<file path="src/rtl/mrms_defs.svh">
// constants for the rtu monitor slave: offsets, codes, defaults, timing
// assumes a single system clock; included by bare name
`ifndef MRMS_DEFS_SVH
`define MRMS_DEFS_SVH
`define MRMS_CLK_HZ          25000000
`define MRMS_BAUD_0          1200
`define MRMS_BAUD_1          2400
`define MRMS_BAUD_2          4800
`define MRMS_BAUD_3          9600
`define MRMS_BAUD_4          19200
`define MRMS_CHAR_BITS       11
`define MRMS_T35_HALF_CHARS  7
`define MRMS_T35_BITS        ((`MRMS_T35_HALF_CHARS * `MRMS_CHAR_BITS + 1) / 2)
`define MRMS_FUNC_RD_INPUT   8'h04
`define MRMS_EXC_FLAG        8'h80
`define MRMS_EXC_FUNC        8'h01
`define MRMS_EXC_ADDR        8'h02
`define MRMS_EXC_VALUE       8'h03
`define MRMS_REG_READING     16'h0000
`define MRMS_REG_ERRORS      16'h0007
`define MRMS_REG_DECIMAL     16'h0008
`define MRMS_REQ_LEN         4'h8
`define MRMS_MIN_LEN         4'h4
`define MRMS_ADDR_MIN        8'h01
`define MRMS_ADDR_MAX        8'hF7
`define MRMS_BAUD_MAX        3'h4
`define MRMS_PAR_MAX         2'h2
`define MRMS_PAR_ODD         2'h1
`define MRMS_DEF_ADDR        8'h01
`define MRMS_DEF_BAUD        3'h3
`define MRMS_DEF_PARITY      2'h0
`define MRMS_DEF_STOP        1'h0
`define MRMS_DEF_DP          2'h1
`define MRMS_DEF_LIMIT_LO    16'hFC18
`define MRMS_DEF_LIMIT_HI    16'h00C8
`define MRMS_DEF_AL1_TYPE    1'h1
`define MRMS_DEF_AL2_TYPE    1'h0
`define MRMS_DEF_OUT_RANGE   1'h1
`define MRMS_PPM_ZERO_LO_UA  16'h0BB8
`define MRMS_PPM_ZERO_HI_UA  16'h0FA0
`define MRMS_CRC_INIT        16'hFFFF
`define MRMS_CRC_POLY        16'hA001
`endif

</file>
<file path="src/rtl/mrms_pkg.sv">
// types for the rtu monitor slave: states, unit codes and the state record
// assumes nothing beyond a single clock domain
package mrms_pkg;
   typedef enum logic [1:0] {
      S_IDLE = 2'b00,
      S_RX   = 2'b01,
      S_EXEC = 2'b10,
      S_TX   = 2'b11
   } mrms_state_e_t;
   typedef enum logic [1:0] {
      UNIT_CELSIUS = 2'b00,
      UNIT_FAHR    = 2'b01,
      UNIT_PPM     = 2'b10
   } mrms_unit_t;
   typedef struct packed {
      mrms_state_e_t   st;
      logic [2:0]      sync;
      logic            rxf;
      logic [15:0]     cnt;
      logic [3:0]      bitn;
      logic [7:0]      sh;
      logic [7:0][7:0] rbuf;
      logic [3:0]      rlen;
      logic            rbad;
      logic [15:0]     crc;
      logic [23:0]     idle;
      logic [6:0][7:0] tbuf;
      logic [3:0]      tlen;
      logic [3:0]      tpos;
      logic            tx;
      logic            de;
      logic [7:0]      addr;
      logic [2:0]      baud;
      logic [1:0]      par;
      logic            stop;
      logic [1:0]      dp;
      mrms_unit_t      unit;
      logic [15:0]     lo;
      logic [15:0]     hi;
      logic [15:0]     amin;
      logic [15:0]     amax;
      logic            a1t;
      logic            a2t;
      logic            orng;
      logic [15:0]     disp;
      logic [2:0]      err;
      logic            flash;
      logic            ledc;
      logic            ledf;
      logic            al1;
      logic            al2;
   } mrms_state_t;
endpackage

</file>
<file path="src/rtl/mrms_slave.sv">
// rtu slave of a panel monitor: serial receive, request decode, reply, display logic
// assumes rx_i comes from an rs485 receiver pin; all other inputs are on clk_i
//
// Functional notes
// node address 1..247, default 1; only frames with our address are served
// baud code 0..4 selects 1200,2400,4800,9600,19200; other codes refused
// after reset baud code is 3, link runs at 9600
// parity code 0 none, 1 odd, 2 even; default 0
// stop code 0 one stop bit, 1 two stop bits; default 0
// eight data bits, no flow control; default no parity, one stop
// only function 4, read input register, is implemented
// every exposed value is a 16-bit read-only input register
// register 0 returns displayed reading as signed 16-bit, no decimal point
// negative readings are two's complement
// register 7: bit0 break, bit1 over-range, bit2 under-range, rest zero
// no fault reads 0; disconnected sensor reads 5
// register 8 returns decimal point selection 0..3
// reply: address, function, byte count twice registers, data high first, crc
// every frame ends with crc16 over preceding bytes
// ppm unit with loop current 3..4 mA shows and reports zero
// display flashes when reading leaves lower..upper range limits
// decimal position defaults to one digit; zero removes the point
// alarm set-points clamped to min/max alarm limits, defaults -100.0/020.0
// ppm unit lights neither celsius nor fahrenheit indicator
// alarm type 1 low, 0 high; alarm one low, alarm two high by default
// output range code 1 selects 4-20 mA (default), 0 selects 0-20 mA
// frames with bad crc or foreign address are dropped silently
// end of frame is line idle for at least 3.5 character times
// bad function or unmapped register gets an exception reply
`timescale 1ns/100ps
`default_nettype none
`include "mrms_defs.svh"
module mrms_slave
   import mrms_pkg::*;
#(
   parameter int CLK_HZ = `MRMS_CLK_HZ
)(
   input  wire logic        clk_i,
   input  wire logic        rst_i,
   input  wire logic        rx_i,
   output logic             tx_o,
   output logic             de_o,
   input  wire logic        cfg_load_i,
   input  wire logic [7:0]  node_address_setting_i,
   input  wire logic [2:0]  baud_code_i,
   input  wire logic [1:0]  parity_code_i,
   input  wire logic        stop_bit_select_code_i,
   input  wire logic [1:0]  decimal_position_setting_i,
   input  wire logic [1:0]  unit_select_i,
   input  wire logic [15:0] lower_range_limit_i,
   input  wire logic [15:0] upper_range_limit_i,
   input  wire logic [15:0] min_alarm_level_limit_i,
   input  wire logic [15:0] max_alarm_level_limit_i,
   input  wire logic        alarm_one_type_i,
   input  wire logic        alarm_two_type_i,
   input  wire logic        output_range_code_i,
   input  wire logic [15:0] alarm_one_setpoint_i,
   input  wire logic [15:0] alarm_two_setpoint_i,
   input  wire logic [15:0] measured_value_i,
   input  wire logic [15:0] loop_current_ua_i,
   input  wire logic        sensor_break_flag_i,
   input  wire logic        over_range_i,
   input  wire logic        under_range_i,
   output logic [15:0]      display_value_o,
   output logic             display_flash_o,
   output logic [1:0]       decimal_point_o,
   output logic             led_celsius_o,
   output logic             led_fahrenheit_o,
   output logic             alarm_one_o,
   output logic             alarm_two_o,
   output logic             retrans_live_zero_o
);
   mrms_state_t q;
   mrms_state_t d;
   logic [15:0] bt;
   logic [3:0]  rx_last;
   logic [3:0]  tx_last;
   logic [23:0] t35;
   logic [15:0] start;
   logic [15:0] num;
   logic [15:0] sp1;
   logic [15:0] sp2;
   logic [7:0]  cur;
   logic        ppm_zero;

   function automatic logic [15:0] crc_byte(input logic [15:0] c, input logic [7:0] b);
      logic [15:0] r;
      r = c ^ {8'h00, b};
      for (int i = 0; i < 8; i++) begin
         r = r[0] ? ((r >> 1) ^ `MRMS_CRC_POLY) : (r >> 1);
      end
      return r;
   endfunction

   function automatic logic [15:0] bit_cycles(input logic [2:0] code);
      case (code)
         3'h0:    return 16'(CLK_HZ / `MRMS_BAUD_0);
         3'h1:    return 16'(CLK_HZ / `MRMS_BAUD_1);
         3'h2:    return 16'(CLK_HZ / `MRMS_BAUD_2);
         3'h4:    return 16'(CLK_HZ / `MRMS_BAUD_4);
         default: return 16'(CLK_HZ / `MRMS_BAUD_3);
      endcase
   endfunction

   function automatic logic mapped(input logic [15:0] a);
      return a == `MRMS_REG_READING || a == `MRMS_REG_ERRORS || a == `MRMS_REG_DECIMAL;
   endfunction

   // every mapped value leaves as one 16-bit read-only word
   function automatic logic [15:0] reg_val(input logic [15:0] a);
      if (a == `MRMS_REG_READING) begin
         return q.disp;
      end else if (a == `MRMS_REG_ERRORS) begin
         return {13'h0000, q.err};
      end
      return {14'h0000, q.dp};
   endfunction

   function automatic logic [15:0] clamp(input logic [15:0] v, input logic [15:0] lo,
                                         input logic [15:0] hi);
      if ($signed(v) < $signed(lo)) begin
         return lo;
      end else if ($signed(v) > $signed(hi)) begin
         return hi;
      end
      return v;
   endfunction

   always_comb begin
      d        = q;
      bt       = bit_cycles(q.baud);
      rx_last  = 4'h9 + ((q.par != 2'h0) ? 4'h1 : 4'h0);
      tx_last  = rx_last + (q.stop ? 4'h1 : 4'h0);
      t35      = 24'(bt) * 24'(`MRMS_T35_BITS);
      start    = {q.rbuf[2], q.rbuf[3]};
      num      = {q.rbuf[4], q.rbuf[5]};
      cur      = (q.tpos < q.tlen) ? q.tbuf[q.tpos[2:0]]
               : ((q.tpos == q.tlen) ? q.crc[7:0] : q.crc[15:8]);
      d.sync   = {q.sync[1:0], rx_i};
      if (q.sync[2] == q.sync[1]) begin
         d.rxf = q.sync[2];
      end
      case (q.st)
         S_IDLE: begin
            d.de = 1'b0;
            d.tx = 1'b1;
            if (!q.rxf) begin
               d.st   = S_RX;
               d.cnt  = bt >> 1;
               d.bitn = 4'h0;
            end else if (q.rlen != 4'h0) begin
               d.idle = q.idle + 24'h000001;
               if (q.idle >= t35) begin
                  d.st = S_EXEC;
               end
            end
         end
         S_RX: begin
            if (q.cnt != 16'h0000) begin
               d.cnt = q.cnt - 16'h0001;
            end else begin
               d.cnt  = bt - 16'h0001;
               d.bitn = q.bitn + 4'h1;
               if (q.bitn == 4'h0 && q.rxf) begin
                  d.st = S_IDLE;                             // false start, no byte
               end else if (q.bitn >= 4'h1 && q.bitn <= 4'h8) begin
                  d.sh = {q.rxf, q.sh[7:1]};
               end else if (q.bitn == 4'h9 && q.par != 2'h0) begin
                  if (q.rxf != ((q.par == `MRMS_PAR_ODD) ? ~^q.sh : ^q.sh)) begin
                     d.rbad = 1'b1;
                  end
               end
               if (q.bitn == rx_last) begin
                  if (!q.rxf || q.rlen >= `MRMS_REQ_LEN) begin
                     d.rbad = 1'b1;
                  end else begin
                     d.rbuf[q.rlen[2:0]] = q.sh;
                     d.rlen = q.rlen + 4'h1;
                  end
                  d.crc  = crc_byte(q.crc, q.sh);
                  d.idle = 24'h000000;
                  d.st   = S_IDLE;
               end
            end
         end
         S_EXEC: begin
            d.st      = S_IDLE;
            d.rlen    = 4'h0;
            d.rbad    = 1'b0;
            d.crc     = `MRMS_CRC_INIT;
            d.idle    = 24'h000000;
            d.tbuf    = '0;
            d.tbuf[0] = q.addr;
            d.tbuf[1] = q.rbuf[1];
            d.tpos    = 4'h0;
            d.bitn    = 4'h0;
            d.cnt     = bt - 16'h0001;
            d.tlen    = 4'h3;
            // silence unless crc residue is zero and the address is ours
            if (q.rlen >= `MRMS_MIN_LEN && !q.rbad && q.crc == 16'h0000
                && q.rbuf[0] == q.addr) begin
               d.st = S_TX;
               d.de = 1'b1;
               if (q.rbuf[1] != `MRMS_FUNC_RD_INPUT) begin
                  d.tbuf[1] = q.rbuf[1] | `MRMS_EXC_FLAG;
                  d.tbuf[2] = `MRMS_EXC_FUNC;
               end else if (q.rlen != `MRMS_REQ_LEN || num == 16'h0000) begin
                  d.tbuf[1] = q.rbuf[1] | `MRMS_EXC_FLAG;
                  d.tbuf[2] = `MRMS_EXC_VALUE;
               end else if (num == 16'h0001 && mapped(start)) begin
                  d.tbuf[2] = 8'h02;
                  {d.tbuf[3], d.tbuf[4]} = reg_val(start);
                  d.tlen = 4'h5;
               end else if (num == 16'h0002 && mapped(start)
                            && mapped(start + 16'h0001)) begin
                  d.tbuf[2] = 8'h04;
                  {d.tbuf[3], d.tbuf[4]} = reg_val(start);
                  {d.tbuf[5], d.tbuf[6]} = reg_val(start + 16'h0001);
                  d.tlen = 4'h7;
               end else begin
                  d.tbuf[1] = q.rbuf[1] | `MRMS_EXC_FLAG;
                  d.tbuf[2] = `MRMS_EXC_ADDR;
               end
            end
         end
         S_TX: begin
            d.de = 1'b1;
            if (q.bitn == 4'h0) begin
               d.tx = 1'b0;
            end else if (q.bitn <= 4'h8) begin
               d.tx = cur[3'(q.bitn - 4'h1)];
            end else if (q.bitn == 4'h9 && q.par != 2'h0) begin
               d.tx = (q.par == `MRMS_PAR_ODD) ? ~^cur : ^cur;
            end else begin
               d.tx = 1'b1;
            end
            if (q.cnt != 16'h0000) begin
               d.cnt = q.cnt - 16'h0001;
            end else begin
               d.cnt  = bt - 16'h0001;
               d.bitn = q.bitn + 4'h1;
               if (q.bitn == tx_last) begin
                  d.bitn = 4'h0;
                  d.tpos = q.tpos + 4'h1;
                  if (q.tpos < q.tlen) begin
                     d.crc = crc_byte(q.crc, cur);
                  end
                  if (q.tpos == q.tlen + 4'h1) begin
                     d.st = S_IDLE;
                     d.de = 1'b0;
                     d.tx = 1'b1;
                     d.crc = `MRMS_CRC_INIT;
                  end
               end
            end
         end
         default: d.st = S_IDLE;
      endcase
      // settings: an out-of-range address, baud or parity code keeps its old value
      if (cfg_load_i) begin
         if (node_address_setting_i >= `MRMS_ADDR_MIN
             && node_address_setting_i <= `MRMS_ADDR_MAX) begin
            d.addr = node_address_setting_i;
         end
         if (baud_code_i <= `MRMS_BAUD_MAX) begin
            d.baud = baud_code_i;
         end
         if (parity_code_i <= `MRMS_PAR_MAX) begin
            d.par = parity_code_i;
         end
         d.stop = stop_bit_select_code_i;
         d.dp   = decimal_position_setting_i;
         d.unit = mrms_unit_t'(unit_select_i);
         d.lo   = lower_range_limit_i;
         d.hi   = upper_range_limit_i;
         d.amin = min_alarm_level_limit_i;
         d.amax = max_alarm_level_limit_i;
         d.a1t  = alarm_one_type_i;
         d.a2t  = alarm_two_type_i;
         d.orng = output_range_code_i;
      end
      ppm_zero = q.unit == UNIT_PPM && loop_current_ua_i >= `MRMS_PPM_ZERO_LO_UA
                 && loop_current_ua_i < `MRMS_PPM_ZERO_HI_UA;
      d.disp  = ppm_zero ? 16'h0000 : measured_value_i;
      d.err   = {under_range_i | sensor_break_flag_i, over_range_i,
                 sensor_break_flag_i};
      d.flash = $signed(q.disp) < $signed(q.lo)
                || $signed(q.disp) > $signed(q.hi);
      d.ledc  = q.unit == UNIT_CELSIUS;
      d.ledf  = q.unit == UNIT_FAHR;
      sp1     = clamp(alarm_one_setpoint_i, q.amin, q.amax);
      sp2     = clamp(alarm_two_setpoint_i, q.amin, q.amax);
      d.al1   = q.a1t ? $signed(q.disp) < $signed(sp1)
                      : $signed(q.disp) > $signed(sp1);
      d.al2   = q.a2t ? $signed(q.disp) < $signed(sp2)
                      : $signed(q.disp) > $signed(sp2);
      if (rst_i) begin
         d      = '0;
         d.st   = S_IDLE;
         d.sync = 3'h7;
         d.rxf  = 1'b1;
         d.tx   = 1'b1;
         d.crc  = `MRMS_CRC_INIT;
         d.addr = `MRMS_DEF_ADDR;
         d.baud = `MRMS_DEF_BAUD;
         d.par  = `MRMS_DEF_PARITY;
         d.stop = `MRMS_DEF_STOP;
         d.dp   = `MRMS_DEF_DP;
         d.unit = UNIT_CELSIUS;
         d.lo   = `MRMS_DEF_LIMIT_LO;
         d.hi   = `MRMS_DEF_LIMIT_HI;
         d.amin = `MRMS_DEF_LIMIT_LO;
         d.amax = `MRMS_DEF_LIMIT_HI;
         d.a1t  = `MRMS_DEF_AL1_TYPE;
         d.a2t  = `MRMS_DEF_AL2_TYPE;
         d.orng = `MRMS_DEF_OUT_RANGE;
      end
   end

   always_ff @(posedge clk_i) begin
      q <= d;
   end

   assign tx_o                = q.tx;
   assign de_o                = q.de;
   assign display_value_o     = q.disp;
   assign display_flash_o     = q.flash;
   assign decimal_point_o     = q.dp;
   assign led_celsius_o       = q.ledc;
   assign led_fahrenheit_o    = q.ledf;
   assign alarm_one_o         = q.al1;
   assign alarm_two_o         = q.al2;
   assign retrans_live_zero_o = q.orng;
endmodule
`default_nettype wire

</file>
<file path="config.mk">
export PLATFORM = sky130hd
export DESIGN_NAME = mrms_slave
export DESIGN_NICKNAME = d
export VERILOG_FILES = /design/src/rtl/mrms_pkg.sv /design/src/rtl/mrms_slave.sv
export VERILOG_INCLUDE_DIRS = /design/src /design/src/rtl
export SDC_FILE = /design/constraint.sdc
export NUM_CORES = 1
export LEC_CHECK = 0
export BUFFER_PORTS_ARGS = -buffer_cell sky130_fd_sc_hd__buf_2
export CORE_ASPECT_RATIO = 0.8
export CORE_MARGIN = 2
export CORE_UTILIZATION = 45
export DETAILED_ROUTE_END_ITERATION = 8
export PLACE_DENSITY_LB_ADDON = 0.12
export RECOVER_POWER = 100
export SYNTH_ARGS = -nofsm -noshare
export SYNTH_HDL_FRONTEND = slang
export SYNTH_SLANG_ARGS = --single-unit
</file>
<file path="constraint.sdc">
create_clock -name clk_i -period 19.1 [get_ports clk_i]
set_clock_uncertainty 0.15 [all_clocks]
set_input_delay 1.91 -clock clk_i [delete_from_list [all_inputs] [get_ports clk_i]]
set_output_delay 1.91 -clock clk_i [all_outputs]
set_load 0.005 [all_outputs]
</file>
==> impl_metrics.yaml, run 1 <==
status:
  status: "finished with violations"
  violations: "capacitance limit, slew limit"
worst_setup_path:
  worst_ep_required_time_ns: 19.35
  startpoint_type: "flop"
  slowest_delay_ns: 0.83
  critical-path-top-delay-family: "compound AO/OA/AOI/OAI gates"
  crit_arrival_ns: 8.08
  cp_num_buf_inv: 3
  critical_path.max_fanout: 11
  slowest_stage: "a2111oi_0"
  end_kind: "flop"
  crit_type: "flop to flop"
detailed_routing:
  antenna_left: 0
  vias_per_cell: 5.53
  initialDrtViolationCount: 1239
  wl_per_cell_um: 18.4
  drc: 0
  vias: 16100
  dr.pass1.iters: 7
  postRouteWirelength_um: 53300
sta:
  timing.final.crit_share: 0.410
  worstMarginPinSlew_ns: 3.45
  finalHoldViolCount: 0
  maxSlewHeadroom: -1.30
  fmax_mhz: 128
  drv_slew: 273
  rsz0062_at_grt: "false"
  finalSetupViolations: 0
  hold-worst-slack_ns: 0.275
  period_minus_slack_ns: 7.83
  tns_ns: 0
cts:
  clockRootBuffer: "clkbuf_16"
  clk_latency_ns: 0.55
  cts_sinks: 296
  clkTransAtPathRegs_ns: 0.06
  cts_buffer_depth: 3
  tritoncts: "built"
  numCtsBuffers: 34
  post_cts_buffers: 0
  postCtsHoldBufs: 0
  cts_htree_levels: 2
  post_cts_resized: 0
yosys:
  syn_inst: 2211
  avgSynthCellArea_um2: 8.70
  ys_top_cells_by_count: "dfxtp_1, nor2_1, ha_1"
  ys_top_cells_by_area: "dfxtp_1, ha_1, mux2i_1, nor2_1, xnor2_1"
  synth_async_sr_flop_share: 0
  netlist.area_leader.share: 0.308
  syn_area_um2: 19200
  synth-edff-count: 0
  synth_top_area_cell: "dfxtp_1"
  seq_area_frac_synth: 0.308
  ys.flop_type: "dfxtp_1"
  synth.distinct_cells: 80
  synth_seq_cells: 296
  yosys_warnings: 0
  synth_most_common_cell: "dfxtp_1"
floorplanning:
  ioPinCount: 182
  die_w_um: 235
  fp.dieH_um: 189
  coreArea_um2: 42000
  die_area_um2: 44400
  row_count: 67
  initial_utilization: 0.458
layout:
  area_growth_pct: 12.2
  fin_area_um2: 21600
  regArea_um2: 5930
  fillCellCount: 4018
  multiInputGateArea_um2: 12200
  num-nets-final: 2698
  drive_gt1_frac: 0.132
power:
  vdd_ir_drop_max_uv: 57.3
  powerDensity_nw_per_um2: 75.7
  p_leak_nw: 9.76
placed_design:
  port_buffers: 178
  hpwl_um: 39600
  place_congestion: 0.932
  dpl_cell_area_um2: 20400
flow_run:
  drv_cap: 5
global_route:
  antenna_found_initial: 3
  groute.usage.overall: 0.239
  grt_max_degree: 72
  grt_pass1_vias: 15500
  gr-total-overflow: 0
  grt_pass1_wl_um: 85700
worst_hold_path:
  hp-class: "flop to flop"
-- where the power goes --
| part | switching, W | internal [W] | leakage [nW] |
|---|---|---|---|
| clock | 0.000281 | 0.000424 | 0.566 |
| combinational | 0.000151 | 0.000128 | 6.78 |
| sequential | 0.0000173 | 0.000633 | 2.41 |
-- per-layer routing --
metal	vias up	wire length [µm]	track usage
li1	7970	-	-
met1	7624	26500	0.350
met2	408	22900	0.368
met3	69	2990	0.0350
met4	2	988	0.0540
met5	-	11	0
-- per-stage QoR --
stage / worst slack (ns) / power, W / utilization / cells
global route: 10.50 / 0.00172 / 0.514 / 2901
detailed placement: 11.25 / 0.000941 / 0.486 / 2839
CTS: 11.17 / 0.00165 / 0.515 / 2901
global placement: 11.50 / 0.000934 / 0.486 / 2839
finish: 11.27 / 0.00163 / 0.514 / 2904
floorplan: 13.01 / 0.000859 / - / 2214
-- path summary, 6_finish.rpt --
kind	from	end	slack, ns	cells after the start
hold reg to reg	q[313]	q[314]	0.27	1
hold / removal	q[313]	q[314]	0.27	1
setup reg to reg	q[99]	q[317]	11.27	25
setup / recovery	q[99]	q[317]	11.27	25
-- kinds of logic (layout without fill, tap and decap cells) --
logic type | count (synthesis) | in the layout | share of synthesized area
other | 1 | 7 | 0.000195
adders and majority gates | 219 | 219 | 0.149
buffers and inverters | 270 | 405 | 0.0573
AOI/OAI and AO/OA | 411 | 411 | 0.139
xor gates and xnor gates | 110 | 110 | 0.0522
DFF | 296 | 296 | 0.308
muxes | 229 | 229 | 0.126
and+or+nand+nor | 675 | 675 | 0.168
-- cell usage in the layout, fill, tap and decap left out, types with 7 or more instances in the layout --
master	n
nor3_1	34
a21oi_1	110
and3_1	9
o21ai_0	82
clkbuf_16	35
o21a_1	23
and2_1	16
xor2_1	36
nor4_1	20
mux2i_1	173
nand4_1	29
a21o_1	45
nor2_1	282
a22oi_1	19
dfxtp_1	296
nand3_1	26
or3_1	15
o22ai_1	10
nand2_1	131
inv_1	147
ha_1	203
nand2b_1	23
o211ai_1	32
or2_2	8
clkbuf_1	23
and2_0	23
xnor2_1	71
a221oi_1	10
fa_1	16
a211oi_1	7
mux2_2	49
buf_4	11
nor2b_1	27
buf_2	163
a31oi_1	14
-- cell type report --
type                       count  share of cell area
tap                          552              0.0320
sequential                   296               0.275
clock inverter                16              0.0111
multi-input combinational   1648               0.567
antenna                        3            0.000348
clock buffer                  46              0.0443
timing repair buffer         192              0.0448
inverter                     151              0.0263
Note: power is estimated with default switching activity, not from simulation.
==> run 2: changes to the inputs <==
==> constraint.sdc (replaced) <==
create_clock -name clk_i -period 8.2 [get_ports clk_i]
set_clock_uncertainty 0.15 [all_clocks]
set_input_delay 0.82 -clock clk_i [delete_from_list [all_inputs] [get_ports clk_i]]
set_output_delay 0.82 -clock clk_i [all_outputs]
set_load 0.005 [all_outputs]
==> run 2 against run 1 <==
The flow still finishes with violations (capacitance limit, slew limit). Clock power increased by 150%. Core utilization increased by 0.16 points. Global-route usage shrank 0.15 points. Power rose by 140%. Fmax is 11% higher. Wire length is 0.47% higher. Critical path depth stayed put. Clock-buffer cell count down 4. Setup slack got worse by 10 ns. Largest power group unchanged.
==> impl_metrics.yaml, run 2 (synthesis results as in run 1) <==
status:
  status: "finished with violations"
  violations: "capacitance limit, slew limit"
worst_setup_path:
  end_kind: "flop"
  critical_path.startpoint: "q[99]"
  crit_type: "flop to flop"
  reg2reg_from: "q[99]"
  endpoint: "q[317]"
  worst_ep_required_time_ns: 8.32
  critical_path.max_fanout: 11
  r2r_cells: 25
  startpoint_type: "flop"
  crit_arrival_ns: 7.16
  ff2ff_setup_slack_ns: 1.16
  r2r-end: "q[317]"
power:
  clock_power_share: 0.443
  p_int_w: 0.00283
  p_switching_w: 0.00107
  p_sw_frac: 0.275
  seqPwrFrac: 0.388
  vdd_ir_drop_max_uv: 153
  powerDensity_nw_per_um2: 180
  pwr-share-comb: 0.169
  p_leak_nw: 9.80
sta:
  tns_ns: 0
  timing.final.crit_share: 0.858
  rsz0062_at_grt: "false"
  hold-worst-slack_ns: 0.278
  finalSetupViolations: 0
  period_minus_slack_ns: 7.04
  drv_slew: 267
  finalHoldViolCount: 0
  worstMarginPinSlew_ns: 3.84
  fmax_mhz: 142
  maxSlewHeadroom: -1.56
worst_hold_path:
  min_path_cells: 1
  hp-class: "flop to flop"
global_route:
  groute.usage.overall: 0.237
  antenna_found_initial: 6
  grt_pass1_wl_um: 84500
  gr-total-overflow: 0
  grt_pass1_vias: 15400
  grt_max_degree: 83
cts:
  cts_htree_levels: 2
  cts_sinks: 296
  clk_latency_ns: 0.54
  tritoncts: "built"
  clkTransAtPathRegs_ns: 0.06
  post_cts_resized: 0
  clockRootBuffer: "clkbuf_16"
  post_cts_buffers: 0
  cts_buffer_depth: 3
  postCtsHoldBufs: 0
  numCtsBuffers: 35
detailed_routing:
  dr.pass1.iters: 5
  wl_per_cell_um: 18.4
  antenna_left: 0
  vias: 16100
  vias_per_cell: 5.53
  routed.top_layer: "met4"
  drc: 0
  postRouteWirelength_um: 53600
  wl_met2_um: 22700
  wl_met1_um: 26200
  dr_wl_met3_um: 3170
  initialDrtViolationCount: 1133
floorplanning:
  row_count: 67
  die_area_um2: 44400
  die_w_um: 235
  coreArea_um2: 42000
  initial_utilization: 0.458
  fp.dieH_um: 189
  ioPinCount: 182
layout:
  drive_gt1_frac: 0.132
  final_common_cell: "dfxtp_1"
  num-nets-final: 2700
  area_growth_pct: 12.6
  final_cell_mix: "dfxtp_1, nor2_1, ha_1"
placed_design:
  hpwl_um: 40000
  port_buffers: 178
  place_congestion: 0.886
flow_run:
  drv_cap: 5
run 2: critical path: stages, from the launching register on:
cell	delay, ns
dfxtp_1	0.52
xor2_1	0.23
nor2b_1	0.61
nor2_1	0.35
fa_1	0.56
inv_1	0.04
ha_1	0.26
inv_1	0.05
fa_1	0.50
inv_1	0.04
ha_1	0.19
o21bai_1	0.15
a21oi_1	0.22
o21bai_1	0.09
a21oi_1	0.25
o22ai_1	0.14
a211oi_1	0.28
nor2_1	0.11
o41ai_1	0.31
xor2_1	0.19
ha_1	0.26
a21o_1	0.16
a2111oi_0	0.39
o221ai_1	0.30
o221ai_1	0.29
a221oi_1	0.13
run 2: power by group through the flow:
stage / clock (W) / combinational [W] / sequential (W)
6_report: 0.00173 / 0.000658 / 0.00151
5_1_grt: 0.00183 / 0.000743 / 0.00152
4_1_cts: 0.00176 / 0.000662 / 0.00151
3_5_place_dp: 0 / 0.000655 / 0.00154
3_3_place_gp: 0 / 0.000641 / 0.00154
2_1_floorplan: 0 / 0.000477 / 0.00153
run 2: area by class of cell:
class,count,area [µm²]
diodes,6,15.0
fillers,3937,20300
inverters,151,567
repair buffers,193,968
clock buffers,42,942
multi-input cells,1648,12200
well taps,552,691
flip-flops and latches,296,5930
clock inverters,21,334
run 2: layer usage:
| metal | global-route usage | vias to the layer above |
|---|---|---|
| met5 | 0 | - |
| met4 | 0.0742 | 0 |
| met3 | 0.0464 | 97 |
| met2 | 0.363 | 433 |
| met1 | 0.335 | 7585 |
| li1 | - | 7968 |
run 2: stage by stage:
| step | cells | area, µm² | total power, W | utilization | setup slack, ns |
|---|---|---|---|---|---|
| floorplan | 2214 | 19200 | 0.00200 | - | 2.11 |
| global placement | 2840 | 20400 | 0.00218 | 0.487 | 1.39 |
| detailed placement | 2840 | 20400 | 0.00220 | 0.487 | 1.27 |
| CTS | 2903 | 21700 | 0.00394 | 0.517 | 1.26 |
| global route | 2905 | 21600 | 0.00408 | 0.515 | 0.546 |
| finish | 2909 | 21700 | 0.00390 | 0.516 | 1.16 |
run 2: how the worst min path moves through the flow:
| stage | startpoint | endpoint | slack (ns) |
|---|---|---|---|
| 2_1_floorplan | q[313] | q[314] | 0.24 |
| 3_3_place_gp | q[313] | q[314] | 0.25 |
| 3_5_place_dp | q[313] | q[314] | 0.25 |
| 4_1_cts | q[313] | q[314] | 0.28 |
| 5_1_grt | q[313] | q[314] | 0.30 |
| 6_report | q[313] | q[314] | 0.28 |
==> run 3: changes to the inputs <==
--- a/config.mk
+++ b/config.mk
@@ -13,6 +13,7 @@
 export DETAILED_ROUTE_END_ITERATION = 8
 export PLACE_DENSITY_LB_ADDON = 0.12
 export RECOVER_POWER = 100
+export REMOVE_ABC_BUFFERS = 1
 export SYNTH_ARGS = -nofsm -noshare
 export SYNTH_HDL_FRONTEND = slang
 export SYNTH_SLANG_ARGS = --single-unit
==> run 3 against run 2 <==
Core utilization decreased by 0.12 points. Fmax down 5.8%. Via count fell by 0.32%. Non-clock buffer count is 3 higher. Power decreased by 1.6%. Sequential power hardly changed. Sequential share of layout area grew 0.063 points. The run still ends with capacitance limit, slew limit left. Global-route usage rose by 0.36 points. Cell area decreased by 0.23%. Critical endpoint unchanged. Worst hold slack worse by 0.023 ns.
==> impl_metrics.yaml, run 3 (synthesis results as in run 1) <==
power:
  powerDensity_nw_per_um2: 177
  pwr-share-comb: 0.176
  p_sw_frac: 0.277
  vdd_ir_drop_max_uv: 136
  p_leak_nw: 9.81
  p_int_w: 0.00277
  p_total_w: 0.00383
  seqPwrFrac: 0.394
  clock_power_share: 0.430
  p_switching_w: 0.00106
placed_design:
  place_congestion: 0.919
  hpwl_um: 40500
  dpl_cell_area_um2: 20400
  port_buffers: 178
  place_ws_ns: 0.865
worst_setup_path:
  critical_path.max_fanout: 11
  end_kind: "flop"
  reg2reg_from: "q[99]"
  worst_ep_required_time_ns: 8.42
  r2r-end: "q[317]"
  critical_path.startpoint: "q[99]"
  endpoint: "q[317]"
  crit_type: "flop to flop"
  ff2ff_setup_slack_ns: 0.73
  r2r_cells: 25
  startpoint_type: "flop"
  crit_arrival_ns: 7.70
sta:
  maxSlewHeadroom: -1.44
  period_minus_slack_ns: 7.47
  worstMarginPinSlew_ns: 3.65
  rsz0062_at_grt: "false"
  drv_slew: 364
  fin_ws_ns: 0.727
  fmax_mhz: 134
  finalSetupViolations: 0
  finalHoldViolCount: 0
  hold-worst-slack_ns: 0.255
  timing.final.crit_share: 0.911
  tns_ns: 0
cts:
  post_cts_resized: 0
  clk_latency_ns: 0.54
  postCtsHoldBufs: 0
  tritoncts: "built"
  cts_sinks: 296
  cts_htree_levels: 2
  clockRootBuffer: "clkbuf_16"
  post_cts_buffers: 0
  clkTransAtPathRegs_ns: 0.06
  cts_buffer_depth: 3
  numCtsBuffers: 35
detailed_routing:
  initialDrtViolationCount: 1143
  postRouteWirelength_um: 54000
  antenna_left: 0
  vias_per_cell: 5.51
  wl_per_cell_um: 18.6
  drc: 0
  vias: 16000
  dr.pass1.iters: 5
global_route:
  antenna_found_initial: 5
  groute.usage.overall: 0.241
  grt_pass1_vias: 15800
  grt_pass1_wl_um: 86600
  grt_max_degree: 87
  gr-total-overflow: 0
floorplanning:
  initial_utilization: 0.458
  die_area_um2: 44400
  die_w_um: 235
  fp.dieH_um: 189
  row_count: 67
  ioPinCount: 182
  coreArea_um2: 42000
worst_hold_path:
  hp-class: "flop to flop"
layout:
  multiInputGateArea_um2: 12200
  fillCellCount: 4006
  final_cell_mix: "dfxtp_1, nor2_1, ha_1"
  regArea_um2: 5930
  final_common_cell: "dfxtp_1"
  drive_gt1_frac: 0.132
  fin_area_um2: 21600
  num-nets-final: 2703
  area_growth_pct: 12.3
status:
  violations: "capacitance limit, slew limit"
  status: "finished with violations"
flow_run:
  drv_cap: 8
run 3: critical path, cell delays in order (launching register included):
cell	delay [ns]
dfxtp_1	0.54
xor2_1	0.23
nor2b_1	0.60
nor2_1	0.35
fa_1	0.57
inv_1	0.04
ha_1	0.27
inv_1	0.05
fa_1	0.49
inv_1	0.04
ha_1	0.21
o21bai_1	0.17
a21oi_1	0.24
o21bai_1	0.09
a21oi_1	0.26
o22ai_1	0.14
a211oi_1	0.26
nor2_1	0.10
o41ai_1	0.33
xor2_1	0.13
ha_1	0.31
nand4_1	0.10
or2_2	0.32
a2111oi_0	0.69
o221ai_1	0.28
a221oi_1	0.35
run 3: power by group through the flow:
stage | combinational, W | clock, W | sequential (W)
detailed placement | 0.000664 | 0 | 0.00154
global route | 0.000761 | 0.00174 | 0.00152
finish | 0.000673 | 0.00165 | 0.00151
floorplan | 0.000444 | 0 | 0.00153
CTS | 0.000671 | 0.00168 | 0.00151
global placement | 0.000641 | 0 | 0.00154
run 3: per-stage QoR:
stage | std cells | util
2_1_floorplan | 2095 | -
3_3_place_gp | 2843 | 0.487
3_5_place_dp | 2843 | 0.487
4_1_cts | 2906 | 0.516
5_1_grt | 2908 | 0.514
6_report | 2909 | 0.514
run 3: metal layers:
layer	part of all wire	global-route usage	vias to the layer above
li1	-	-	7978
met4	0.016	0.0567	4
met5	0.00043	0	-
met1	0.50	0.347	7592
met3	0.049	0.0332	72
met2	0.44	0.380	386
run 3: area by class of cell:
cell class | count | area share
repair buffers | 196 | 0.0451
well taps | 552 | 0.0320
multi-input cells | 1648 | 0.566
diodes | 3 | 0.000348
flip-flops and latches | 296 | 0.274
clock inverters | 12 | 0.00747
inverters | 151 | 0.0262
clock buffers | 51 | 0.0489
run 3: worst min-delay path by stage:
stage	endpoint	cells past startpoint	slack, ns	startpoint
floorplan	q[314]	1	0.24	q[313]
global placement	q[314]	1	0.25	q[313]
detailed placement	q[314]	1	0.25	q[313]
CTS	q[314]	1	0.26	q[313]
global route	q[314]	1	0.27	q[313]
finish	q[314]	1	0.26	q[313]
